**config.mk**
```make
export PLATFORM = sky130hd
export DESIGN_NAME = can_control0_timestamp
export DESIGN_NICKNAME = d
export VERILOG_FILES = /design/src/core/can_ctl0_pkg.sv /design/src/core/pin_sync.sv /design/src/core/can_control0_timestamp.sv
export SDC_FILE = /design/constraint.sdc
export NUM_CORES = 1
export LEC_CHECK = 0
export BUFFER_PORTS_ARGS = -buffer_cell sky130_fd_sc_hd__buf_2
export CAP_MARGIN = 10
export CORE_MARGIN = 3
export CORE_UTILIZATION = 52
export CTS_CLUSTER_DIAMETER = 50
export DETAILED_ROUTE_END_ITERATION = 12
export PLACE_DENSITY = 0.79
export SYNTH_ARGS = -nofsm -noshare
export SYNTH_HDL_FRONTEND = slang
export SYNTH_SLANG_ARGS = --single-unit
```
**constraint.sdc**
```tcl
create_clock -name pclk -period 5.3 [get_ports pclk]
set_input_delay 0.53 -clock pclk [delete_from_list [all_inputs] [get_ports pclk]]
set_output_delay 0.53 -clock pclk [all_outputs]
set_load 0.01 [all_outputs]
```
**src/core/can_ctl0_pkg.sv**
```systemverilog
// Package: register map, bit positions, reset values and timing for control register 0 block
package can_ctl0_pkg;
  // Register byte offsets
  localparam logic [7:0] ctl0_off      = 8'h00;
  localparam logic [7:0] ctl1_off      = 8'h04;
  localparam logic [7:0] stamp_off     = 8'h08;
  localparam logic [7:0] irq_stat_off  = 8'h0C;
  localparam logic [7:0] irq_mask_off  = 8'h10;
  localparam logic [7:0] tx_pend_off   = 8'h14;
  // Control register 0 bit positions
  localparam int rx_frame_bit  = 7;
  localparam int rx_active_bit = 6;
  localparam int stop_wait_bit = 5;
  localparam int synced_bit    = 4;
  localparam int time_en_bit   = 3;
  localparam int wake_en_bit   = 2;
  localparam int sleep_req_bit = 1;
  localparam int init_req_bit  = 0;
  // Control register 1 status bit positions
  localparam int sleep_ack_bit = 1;
  localparam int init_ack_bit  = 0;
  // Interrupt status bit positions
  localparam int ev_frame_bit  = 0;
  localparam int ev_stamp_bit  = 1;
  localparam int ev_wake_bit   = 2;
  localparam int ev_width      = 3;
  // Reset values
  localparam logic [7:0] ctl0_rst       = 8'h01;
  localparam logic [15:0] stamp_rst     = 16'h0000;
  localparam logic [2:0] irq_rst        = 3'h0;
  // Resynchronisation figures
  localparam int recessive_run          = 11;
  localparam int busoff_runs            = 128;
  localparam logic [3:0] recessive_cnt  = 4'hB;
  localparam logic [7:0] busoff_cnt     = 8'h80;
  // Pin input synchroniser depth
  localparam int sync_depth             = 3;
endpackage : can_ctl0_pkg

```
**src/core/pin_sync.sv**
```systemverilog
// Three-stage synchroniser with second/third stage agreement
`timescale 1ns/1ns
module pin_sync (
  // Clock and reset
  input  wire logic pclk,
  input  wire logic presetn,
  // Pin and filtered level
  input  wire logic din,
  output logic      dout
);
  logic [can_ctl0_pkg::sync_depth-1:0] stage_r;

  always_ff @(posedge pclk or negedge presetn)
  begin
    if (!presetn)
      stage_r <= '0;
    else
      stage_r <= {stage_r[can_ctl0_pkg::sync_depth-2:0], din};
  end

  always_ff @(posedge pclk or negedge presetn)
  begin
    if (!presetn)
      dout <= 1'b0;
    else if (stage_r[1] == stage_r[2])
      dout <= stage_r[2];
  end
endmodule : pin_sync

```
**src/core/can_control0_timestamp.sv**
```systemverilog
// Control register 0, mode handshakes, timestamp timer and interrupts behind an APB slave
// Operation
// Register reads return values sampled on the module clock.
// In init mode control register 0 stays reset, except wake, sleep and init bits.
// Writes accepted only outside init mode; status bits read-only; init bit always writable.
// Received-frame flag set on any valid message; sticky until cleared or reset.
// Writing one clears the received-frame flag; writing zero does nothing.
// Received-frame and receiver-active bits are meaningless in loopback mode.
// Receiver-active bit is one while receiving, zero while transmitting or idle.
// Stop-in-wait set gates the bus interface clock during wait mode.
// Synchronized bit is one when synced to the bus, set by hardware.
// Timer enable starts a 16-bit free-running counter at bit rate.
// Enabled timer value stored into buffer top bytes on acknowledge.
// Clearing timer enable resets the counter to zero.
// Timer enable forced low while init mode is active.
// Reserved buffer bits read undefined since buffers are RAM.
// Software writes to read-only status bits have no effect.
// Init request aborts transfers, drops sync, then sets init acknowledge; here the synchronized bit clears one cycle after init acknowledge.
// Resync after 11 recessive bits, or 128 such runs when bus-off.
// Sleep entered only when not receiving and transmit buffers empty.
// With wake enable, bus activity clears sleep request; otherwise ignored.
//
// The register offsets and the APB slave port are this design's own decisions.
`timescale 1ns/1ns
module can_control0_timestamp (
  // APB
  input  wire logic        pclk,
  input  wire logic        presetn,
  input  wire logic        psel,
  input  wire logic        penable,
  input  wire logic        pwrite,
  input  wire logic [7:0]  paddr,
  input  wire logic [31:0] pwdata,
  output logic [31:0]      prdata,
  output logic             pready,
  output logic             pslverr,
  // Protocol engine events, same clock
  input  wire logic        bit_tick,
  input  wire logic        frame_valid,
  input  wire logic        rx_in_progress,
  input  wire logic        msg_acked,
  input  wire logic        bus_off,
  input  wire logic        tx_buffers_empty,
  // Receive pin and wait mode, asynchronous
  input  wire logic        rx_pin,
  input  wire logic        cpu_wait,
  // Engine controls
  output logic             abort_transfer,
  output logic             tx_force_recessive,
  output logic             bus_clk_en,
  // Timestamp write into the active buffer
  output logic             stamp_we,
  output logic [15:0]      stamp_value,
  // Interrupt
  output logic             irq
);
  typedef enum {run_s, init_s, resync_s, sleep_s} mode_t;

  mode_t       mode_r;
  logic        rx_frame_r;
  logic        stop_wait_r;
  logic        time_en_r;
  logic        wake_en_r;
  logic        sleep_req_r;
  logic        init_req_r;
  logic        synced_r;
  logic        rx_active_r;
  logic [15:0] stamp_cnt_r;
  logic [15:0] stamp_value_r;
  logic        stamp_we_r;
  logic [3:0]  rec_run_r;
  logic [7:0]  run_cnt_r;
  logic [2:0]  irq_stat_r;
  logic [2:0]  irq_mask_r;
  logic [31:0] prdata_r;
  logic        rx_pin_s;
  logic        wait_s;
  logic        rx_pin_d_r;
  logic        init_mode;
  logic        wr_en;
  logic        rd_en;
  logic        ctl0_wr;
  logic        rx_edge;
  logic [2:0]  ev_set;
  logic [7:0]  ctl0_val;
  logic [7:0]  ctl1_val;

  // Address decode shared by read and write paths
  function automatic logic hit(input logic [7:0] addr, input logic [7:0] off);
    hit = (addr == off);
  endfunction : hit

  pin_sync u_rx_sync (
    .pclk    (pclk),
    .presetn (presetn),
    .din     (rx_pin),
    .dout    (rx_pin_s)
  );

  pin_sync u_wait_sync (
    .pclk    (pclk),
    .presetn (presetn),
    .din     (cpu_wait),
    .dout    (wait_s)
  );

  assign pready    = 1'b1;
  assign wr_en     = psel && penable && pwrite;
  assign rd_en     = psel && penable && !pwrite;
  assign pslverr   = psel && penable && !(hit(paddr, can_ctl0_pkg::ctl0_off) || hit(paddr, can_ctl0_pkg::ctl1_off)
                     || hit(paddr, can_ctl0_pkg::stamp_off) || hit(paddr, can_ctl0_pkg::irq_stat_off)
                     || hit(paddr, can_ctl0_pkg::irq_mask_off));
  assign ctl0_wr   = wr_en && hit(paddr, can_ctl0_pkg::ctl0_off);
  // init acknowledged
  assign init_mode = (mode_r == init_s);
  assign rx_edge   = rx_pin_d_r && !rx_pin_s;

  // abort and force recessive
  assign abort_transfer     = init_req_r;
  assign tx_force_recessive = init_req_r || (wait_s && stop_wait_r);
  // clock gate enable
  assign bus_clk_en         = !(wait_s && stop_wait_r);

  always_ff @(posedge pclk or negedge presetn)
  begin
    if (!presetn)
      rx_pin_d_r <= 1'b0;
    else
      rx_pin_d_r <= rx_pin_s;
  end

  // Mode sequencing
  always_ff @(posedge pclk or negedge presetn)
  begin
    if (!presetn)
      mode_r <= init_s;
    else
    begin
      case (mode_r)
        run_s:
          if (init_req_r)
            mode_r <= init_s;
          // sleep only when idle
          else if (sleep_req_r && !rx_in_progress && tx_buffers_empty)
            mode_r <= sleep_s;
        init_s:
          if (!init_req_r)
            mode_r <= resync_s;
        resync_s:
          if (init_req_r)
            mode_r <= init_s;
          else if (synced_r)
            mode_r <= run_s;
        sleep_s:
          if (init_req_r)
            mode_r <= init_s;
          else if (!sleep_req_r)
            mode_r <= run_s;
        default:
          mode_r <= init_s;
      endcase
    end
  end

  // recessive run counting
  always_ff @(posedge pclk or negedge presetn)
  begin
    if (!presetn)
    begin
      rec_run_r <= '0;
      run_cnt_r <= '0;
      synced_r  <= 1'b0;
    end
    else if (mode_r != resync_s)
    begin
      rec_run_r <= '0;
      run_cnt_r <= '0;
      // synced while running normally
      synced_r  <= (mode_r == run_s);
    end
    else if (bit_tick)
    begin
      if (!rx_pin_s)
        rec_run_r <= '0;
      else if (rec_run_r == can_ctl0_pkg::recessive_cnt - 4'h1)
      begin
        rec_run_r <= '0;
        if (!bus_off || run_cnt_r == can_ctl0_pkg::busoff_cnt - 8'h01)
          synced_r <= 1'b1;
        else
          run_cnt_r <= run_cnt_r + 8'h01;
      end
      else
        rec_run_r <= rec_run_r + 4'h1;
    end
  end

  // receiver front end status
  always_ff @(posedge pclk or negedge presetn)
  begin
    if (!presetn)
      rx_active_r <= 1'b0;
    else
      rx_active_r <= !init_mode && rx_in_progress;
  end

  // Writable control bits
  always_ff @(posedge pclk or negedge presetn)
  begin
    if (!presetn)
    begin
      stop_wait_r <= can_ctl0_pkg::ctl0_rst[can_ctl0_pkg::stop_wait_bit];
      time_en_r   <= can_ctl0_pkg::ctl0_rst[can_ctl0_pkg::time_en_bit];
      wake_en_r   <= can_ctl0_pkg::ctl0_rst[can_ctl0_pkg::wake_en_bit];
      sleep_req_r <= can_ctl0_pkg::ctl0_rst[can_ctl0_pkg::sleep_req_bit];
      init_req_r  <= can_ctl0_pkg::ctl0_rst[can_ctl0_pkg::init_req_bit];
    end
    else
    begin
      // held in reset during init
      if (init_mode)
      begin
        stop_wait_r <= can_ctl0_pkg::ctl0_rst[can_ctl0_pkg::stop_wait_bit];
        // timer forced off
        time_en_r   <= 1'b0;
      end
      // write gating outside init
      else if (ctl0_wr && !init_req_r)
      begin
        stop_wait_r <= pwdata[can_ctl0_pkg::stop_wait_bit];
        time_en_r   <= pwdata[can_ctl0_pkg::time_en_bit];
      end
      if (ctl0_wr && !(init_req_r && !init_mode))
        wake_en_r <= pwdata[can_ctl0_pkg::wake_en_bit];
      // init bit writable in init mode
      if (ctl0_wr && (init_mode || !init_req_r))
        init_req_r <= pwdata[can_ctl0_pkg::init_req_bit];
      // wake clears sleep request
      if (mode_r == sleep_s && wake_en_r && rx_edge)
        sleep_req_r <= 1'b0;
      else if (ctl0_wr && !(sleep_req_r && mode_r != sleep_s))
        sleep_req_r <= pwdata[can_ctl0_pkg::sleep_req_bit];
    end
  end

  // sticky received-frame flag
  always_ff @(posedge pclk or negedge presetn)
  begin
    if (!presetn)
      rx_frame_r <= 1'b0;
    else if (init_mode)
      rx_frame_r <= 1'b0;
    else if (frame_valid)
      rx_frame_r <= 1'b1;
    // write one to clear
    else if (ctl0_wr && pwdata[can_ctl0_pkg::rx_frame_bit])
      rx_frame_r <= 1'b0;
  end

  // free-running timestamp counter
  always_ff @(posedge pclk or negedge presetn)
  begin
    if (!presetn)
      stamp_cnt_r <= can_ctl0_pkg::stamp_rst;
    // reset when disabled
    else if (!time_en_r)
      stamp_cnt_r <= can_ctl0_pkg::stamp_rst;
    else if (bit_tick)
      stamp_cnt_r <= stamp_cnt_r + 16'h0001;
  end

  // capture on acknowledge
  always_ff @(posedge pclk or negedge presetn)
  begin
    if (!presetn)
    begin
      stamp_we_r    <= 1'b0;
      stamp_value_r <= can_ctl0_pkg::stamp_rst;
    end
    else
    begin
      stamp_we_r <= time_en_r && msg_acked;
      if (time_en_r && msg_acked)
        stamp_value_r <= stamp_cnt_r;
    end
  end

  assign stamp_we    = stamp_we_r;
  assign stamp_value = stamp_value_r;

  // Interrupt status, set wins over clear
  assign ev_set = {(mode_r == sleep_s) && wake_en_r && rx_edge, stamp_we_r, frame_valid && !init_mode};

  genvar gi;
  generate
    for (gi = 0; gi < can_ctl0_pkg::ev_width; gi++)
    begin : g_irq
      always_ff @(posedge pclk or negedge presetn)
      begin
        if (!presetn)
          irq_stat_r[gi] <= can_ctl0_pkg::irq_rst[gi];
        else if (ev_set[gi])
          irq_stat_r[gi] <= 1'b1;
        else if (wr_en && hit(paddr, can_ctl0_pkg::irq_stat_off) && pwdata[gi])
          irq_stat_r[gi] <= 1'b0;
      end
    end
  endgenerate

  always_ff @(posedge pclk or negedge presetn)
  begin
    if (!presetn)
      irq_mask_r <= can_ctl0_pkg::irq_rst;
    else if (wr_en && hit(paddr, can_ctl0_pkg::irq_mask_off))
      irq_mask_r <= pwdata[can_ctl0_pkg::ev_width-1:0];
  end

  assign irq = |(irq_stat_r & irq_mask_r);

  // status bits come only from hardware
  // loopback leaves these two bits undefined
  assign ctl0_val = {rx_frame_r, rx_active_r, stop_wait_r, synced_r, time_en_r, wake_en_r, sleep_req_r, init_req_r};
  assign ctl1_val = {6'h00, (mode_r == sleep_s), init_mode};

  // read data registered on the clock
  always_ff @(posedge pclk or negedge presetn)
  begin
    if (!presetn)
      prdata_r <= 32'h0000_0000;
    else if (psel && !penable && !pwrite)
    begin
      if (hit(paddr, can_ctl0_pkg::ctl0_off))
        prdata_r <= {24'h000000, ctl0_val};
      else if (hit(paddr, can_ctl0_pkg::ctl1_off))
        prdata_r <= {24'h000000, ctl1_val};
      else if (hit(paddr, can_ctl0_pkg::stamp_off))
        prdata_r <= {16'h0000, stamp_cnt_r};
      else if (hit(paddr, can_ctl0_pkg::irq_stat_off))
        prdata_r <= {29'h00000000, irq_stat_r};
      else if (hit(paddr, can_ctl0_pkg::irq_mask_off))
        prdata_r <= {29'h00000000, irq_mask_r};
      else
        prdata_r <= 32'h0000_0000;
    end
  end

  assign prdata = rd_en ? prdata_r : 32'h0000_0000;
  // buffers are outside this block
endmodule : can_control0_timestamp

```
---- Word level (Yosys, flattened, before mapping) ----
Index checks and enable logic that the tools add are counted.
cells by class
  add/sub/neg operators ................... 3
  $mul .................................... 0
  div/mod/pow operators ................... 0
  $lt $le $gt $ge ......................... 0
  equality and inequality tests ........... 21
  shift operators ......................... 0
  multiplexer cells ....................... 45
  bitwise logic cells ..................... 1
  reductions and logical operators ........ 63
operator list
  cell                                                                      count
  32-bit two-way mux                                                        8
  32-bit one-hot mux with 4 select lines                                    1
  32-bit by 2-bit equality test with 1-bit output, second input constant    3
  16-bit two-way mux                                                        5
  32-bit zero test                                                          2
  32-bit by 3-bit inequality test with 1-bit output, second input constant  2
  8-bit two-way mux                                                         5
  32-bit by 1-bit equality test with 1-bit output, second input constant    1
  32-bit by 3-bit equality test with 1-bit output, second input constant    1
  1-bit logical AND                                                         28
  1-bit two-way mux                                                         20
  2-bit nonzero test                                                        9
  16-bit by 1-bit adder with 16-bit output, second input constant           1
  8-bit by 4-bit equality test with 1-bit output, second input constant     2
  4-bit two-way mux                                                         4
  4-bit AND reduction                                                       3
  1-bit zero test                                                           11
  3-bit inequality test, second input constant                              3
  8-bit by 1-bit adder with 8-bit output, second input constant             1
  8-bit by 3-bit equality test with 1-bit output, second input constant     1
  8-bit by 5-bit equality test with 1-bit output, second input constant     1
  8-bit by 7-bit equality test with 1-bit output, second input constant     1
  8-bit zero test                                                           1
  1-bit logical OR                                                          7
  8 further kinds                                                           12
word-level totals
  register bits ........................... 132
  bits in latches ......................... 0
  memory bits (writable) .................. 0
  memory bits (read-only) ................. 0
  input port bits ......................... 53
  output and inout port bits .............. 55
  word-level logic and storage cells ...... 157
  memories ................................ 0

---- Logic depth before layout (Yosys ltp) ----
  word-level depth ........................ 7
  gate-level depth with buffers ........... 7
  gate-level depth less buffers ........... 6

---- Hierarchy ----
From an unflattened synthesis, not the netlist that was laid out.
unflattened totals
  cell total of the unflattened synthesis .. 403
  area, all modules ....................... 4176.5 um^2
by module, submodules not included
  module                  instances  cells each  area an instance (um^2)  sequential area each (um^2)
  can_control0_timestamp  1          393         3953.8                   1954.4
  pin_sync                2          5           111.4                    100.1

---- Least setup slack after synthesis ----
No wires, ideal clock.
  kind .................................... input -> register
  start ................................... input port paddr[2]
  end ..................................... register irq_mask_r[0]
  setup time .............................. 0.125 ns
  arrival time ............................ 2.000 ns
  data required time ...................... 5.175 ns
  setup slack ............................. 3.175 ns
  stages .................................. 5
  buffers on the path ..................... 2
  cell sequence ........................... buf_6 or4_4 buf_6 or3_4 mux2_4
on the way
  word-level cells in the longest chain between the ends .. 2
RTL lines
  what                                            RTL line                       text
  start, declared                                 can_control0_timestamp.sv:32   input wire logic [7:0] paddr,
  8-bit by 5-bit equality test with 1-bit output  can_control0_timestamp.sv:90   hit = (addr == off);
  1-bit logical AND                               can_control0_timestamp.sv:314  else if (wr_en && hit(paddr, can_ctl0_pkg::irq_mask_off))
  end signal, assigned                            can_control0_timestamp.sv:313  irq_mask_r <= can_ctl0_pkg::irq_rst;
  end signal, assigned                            can_control0_timestamp.sv:315  irq_mask_r <= pwdata[can_ctl0_pkg::ev_width-1:0];
  end, declared                                   can_control0_timestamp.sv:74   logic [2:0] irq_mask_r;
No other way between the ends.
A chain may end at the register's enable or synchronous reset.

---- Worst setup path in the final report ----
  start ................................... input port paddr[5]
  end ..................................... output port pslverr
on the way
  word-level cells in the longest chain between the ends .. 7
  elaborated cells on any way between the ends .. 11
  classes of those cells .................. eq/ne (4); reduce/logical (7)
RTL lines
  what                                                                                      RTL line                       text
  8-bit by 3-bit equality test with 1-bit output / 8-bit zero test (equally long branches)  can_control0_timestamp.sv:90
  1-bit logical OR                                                                          can_control0_timestamp.sv:110  assign pslverr = psel && penable && !(hit(paddr, can_ctl0_pkg::ctl0_off) || hit(paddr, can_ctl0_pkg::ctl1_off)
  1-bit logical OR (2 in series)                                                            can_control0_timestamp.sv:111  || hit(paddr, can_ctl0_pkg::stamp_off) || hit(paddr, can_ctl0_pkg::irq_stat_off)
  1-bit logical OR (*)                                                                      can_control0_timestamp.sv:112  || hit(paddr, can_ctl0_pkg::irq_mask_off));
  1-bit zero test (*)                                                                       can_control0_timestamp.sv:110
  1-bit logical AND (*)                                                                     can_control0_timestamp.sv:110
  end, declared                                                                             can_control0_timestamp.sv:36   output logic pslverr,
Mark *: on every way between the ends. The rest lies on a longest branch, timed or not.

==> impl_results.md <==
- Clk Latency, worst-skew pair: 0.35 ns
- Crit path DAT: 1.90 ns
- Max incr delay on CP: 0.74 ns
- Die Area: 9190 um^2
- P_leak: 0.00225 uW
- Register area: 2150 um^2
- DRT Pass-1 Iters: 4
- CTS Buf Count: 9
- Vias in the first global route: 2803
- Endpoint class of the critical path: output pin
- Most common flop cell mapped by yosys: dfrtp_1
- Critical path buffers and inverters: 2
- Post-cts resize count: 0
- Final net count: 513
- Final period util: 0.458
- Avg WL per Cell: 15.0 um
- Clock Tree Buf Depth: 2
- Final Hold Fails: 0
- Root buffer cell: clkbuf_8
- Pre-CTS WS: 2.88 ns
- DRC viols: 0
- Vias: 3136
- Layout cell share with drive strength beyond 1: 0.247
- Setup tns final: 0 ns
- I/O pins: 108
- Port Buffers: 64
- DRT antenna net count: 0
- Clock transition at path regs: 0.08 ns
- Status: finished clean
- Count leader, synth: dfrtp_1
- Cell family with most CP delay: simple AND/OR/NAND/NOR gates
- Remaining Overflow, GRT: 0
- Detailed-route wire length: 8450 um
- Starting Density: 0.541
- Slew Limit Fails: 0
- Unrepaired setup endpoints after global routing: false
- Post-synthesis sequential area ratio: 0.513
- R2R Setup Slk: 3.17 ns
- 1st-iter DRT viols: 241
- PnR worst setup slack: 2.87 ns
- Final Setup Violations: 0
- Min-Delay Endpoint: u_rx_sync.stage_r[0]$_DFF_PN0_
- # diodes: 0
- Peak supply drop: 0.134 mV
- Maxcap violations: 0
- Worst flop-to-flop path endpoint: run_cnt_r[7]$_DFFE_PN0P_
- Peak Freq: 0.412 GHz
- Gpl congestion: 0.836
- Worst Path Max Fanout: 9
- CP startpoint kind: primary input
- Layout filler cell count: 639
- Post-synth EDFFs: 0
- Most instantiated cells after synthesis: 84 x dfrtp_1, 32 x nand2_1, 31 x nor2_1
- Hold Path Cell Cnt: 1
- CTS hold repair buffers: 0
- Die Y: 95.9 um
- Largest area contributor in the netlist: dfrtp_1
- Layout area overhead: 11.7%
- Number of antenna violations at the first check in global routing: 0
- # clock sinks: 86
- DP HPWL: 6150 um
- Synth top area share: 0.500
- Core Footprint: 7770 um^2
- Post-synth ARST share: 1.00
- YS warnings: 0
- Setup CP Type: primary input to output pin
- Req. time, crit path: 4.77 ns
- Multi-input logic area: 1860 um^2
- Post-DR vias/cell: 5.57
- Cells after Synth: 398
- Hold Startpoint: rx_pin
- Htree depth: 3
- Worst Setup SP: paddr[5]
- Number of distinct library cells after synthesis: 57
- Hold crit path type: primary input to flip-flop
- Synth Cell Area: 4200 um^2
- Seq cells post-synth: 86
- Worst path slowest cell: or4_1
- Least-Margin Pin Slew: 1.17 ns
- Worst clock skew: 0.0117 ns
- Synth area leaders: dfrtp_1 50%, mux2_2 5.1%, buf_4 3.0%
- CP Cell Sequence: buf_2, or4_1, nor2_1, nor3_1, buf_2
- Die Wd: 95.9 um
- RR Startpoint: run_cnt_r[0]$_DFFE_PN0P_
- GR Util All Layers: 0.191
- Largest net degree at the start of global routing: 87
- R2R cell count: 5
- CP most frequent cell: buf_2
- First-pass GRT wire length: 13700 um
- CTS tree: yes
- Minimum clock period: 2.43 ns
- Slew HR: 0.216
- Site Rows: 32
- Setup Buffers After CTS: 0
- Power Dens Cells: 288 nW/um^2
- Avg Inst Size Synth: 10.6 um^2
## how the worst max path moves through the flow
stage                                     end  slack [ns]  cells past startpoint
finish                                pslverr        2.87                      5
global route                          pslverr        2.77                      5
CTS                                   pslverr        2.89                      5
detailed placement                    pslverr        2.88                      5
global placement                      pslverr        2.90                      5
floorplan           irq_mask_r[0]$_DFFE_PN0P_        3.18                      5
## cell usage in the layout, fill, tap and decap left out, drive strengths merged, types with 10 or more instances in the layout
| cell type | netlist | layout |
|---|---|---|
| buf | 21 | 65 |
| a22o | 10 | 10 |
| nand2 | 32 | 32 |
| clkbuf | 12 | 10 |
| inv | 11 | 13 |
| nand3 | 15 | 15 |
| nor2 | 31 | 31 |
| o21ai | 12 | 12 |
| dfrtp | 84 | 84 |
| and2 | 19 | 19 |
| o31ai | 10 | 10 |
| a21oi | 15 | 15 |
| conb | 2 | 17 |
| mux2 | 22 | 22 |
## flip-flops by register name, summed over array words and instances (netlist names), 2 cells and up
signal               flops
prdata_r                16
stamp_cnt_r             16
stamp_value             16
run_cnt_r                8
rec_run_r                4
irq_mask_r               3
irq_stat_r               3
u_rx_sync.stage_r        3
u_wait_sync.stage_r      3
mode_r                   2
## report_power, final
| group | switching (uW) | internal (uW) | leakage [uW] |
|---|---|---|---|
| Combinational | 106 | 71.1 | 0.00104 |
| Clock | 238 | 185 | 0.0000853 |
| Sequential | 48.4 | 701 | 0.00112 |
| Total | 393 | 957 | 0.00225 |
## layout make-up
| cell class | count | area share |
|---|---|---|
| Timing Repair Buffer | 65 | 0.0704 |
| Clock inverter | 6 | 0.00960 |
| Tap cell | 102 | 0.0272 |
| Multi-Input combinational cell | 283 | 0.395 |
| Clock buffer | 10 | 0.0293 |
| Inverter | 11 | 0.00880 |
| Sequential cell | 86 | 0.459 |
## cell families (layout without fill, tap and decap cells)
family          Yosys count  count (layout)  synth area share
simple gates            153             153             0.201
flops                    86              86             0.513
compound gates           73              73             0.121
buf+inv                  44              92            0.0587
mux                      26              26            0.0712
xor+xnor                  8               8            0.0167
fa+ha+maj                 6               6            0.0167
other cells               2              17           0.00179
## routing by layer
| metal | vias up | wire (um) | GRT usage |
|---|---|---|---|
| met5 | - | 0 | 0 |
| met3 | 8 | 533 | 0.0469 |
| met1 | 1515 | 3780 | 0.266 |
| met2 | 81 | 4050 | 0.300 |
| met4 | 0 | 74 | 0.0521 |
| li1 | 1532 | - | - |
## through the flow
step / cell area, um^2 / utilization / cells / hold slack, ns / total power, uW
after detailed placement: 4510 / 0.581 / 547 / 0.337 / 942
after CTS: 4690 / 0.604 / 563 / 0.269 / 1360
after global placement: 4510 / 0.581 / 547 / 0.334 / 936
final: 4690 / 0.604 / 563 / 0.284 / 1350
after floorplan: 4260 / - / 413 / 0.234 / 868
after global routing: 4690 / 0.604 / 563 / 0.266 / 1430
## worst register-to-register path, stage by stage, from the launching register on
cell	delay, ns
dfrtp_1	0.40
ha_1	0.22
nand2_1	0.11
o31ai_1	0.94
nor4_1	0.16
mux2i_1	0.17
Note: power is estimated with default switching activity, not from simulation.
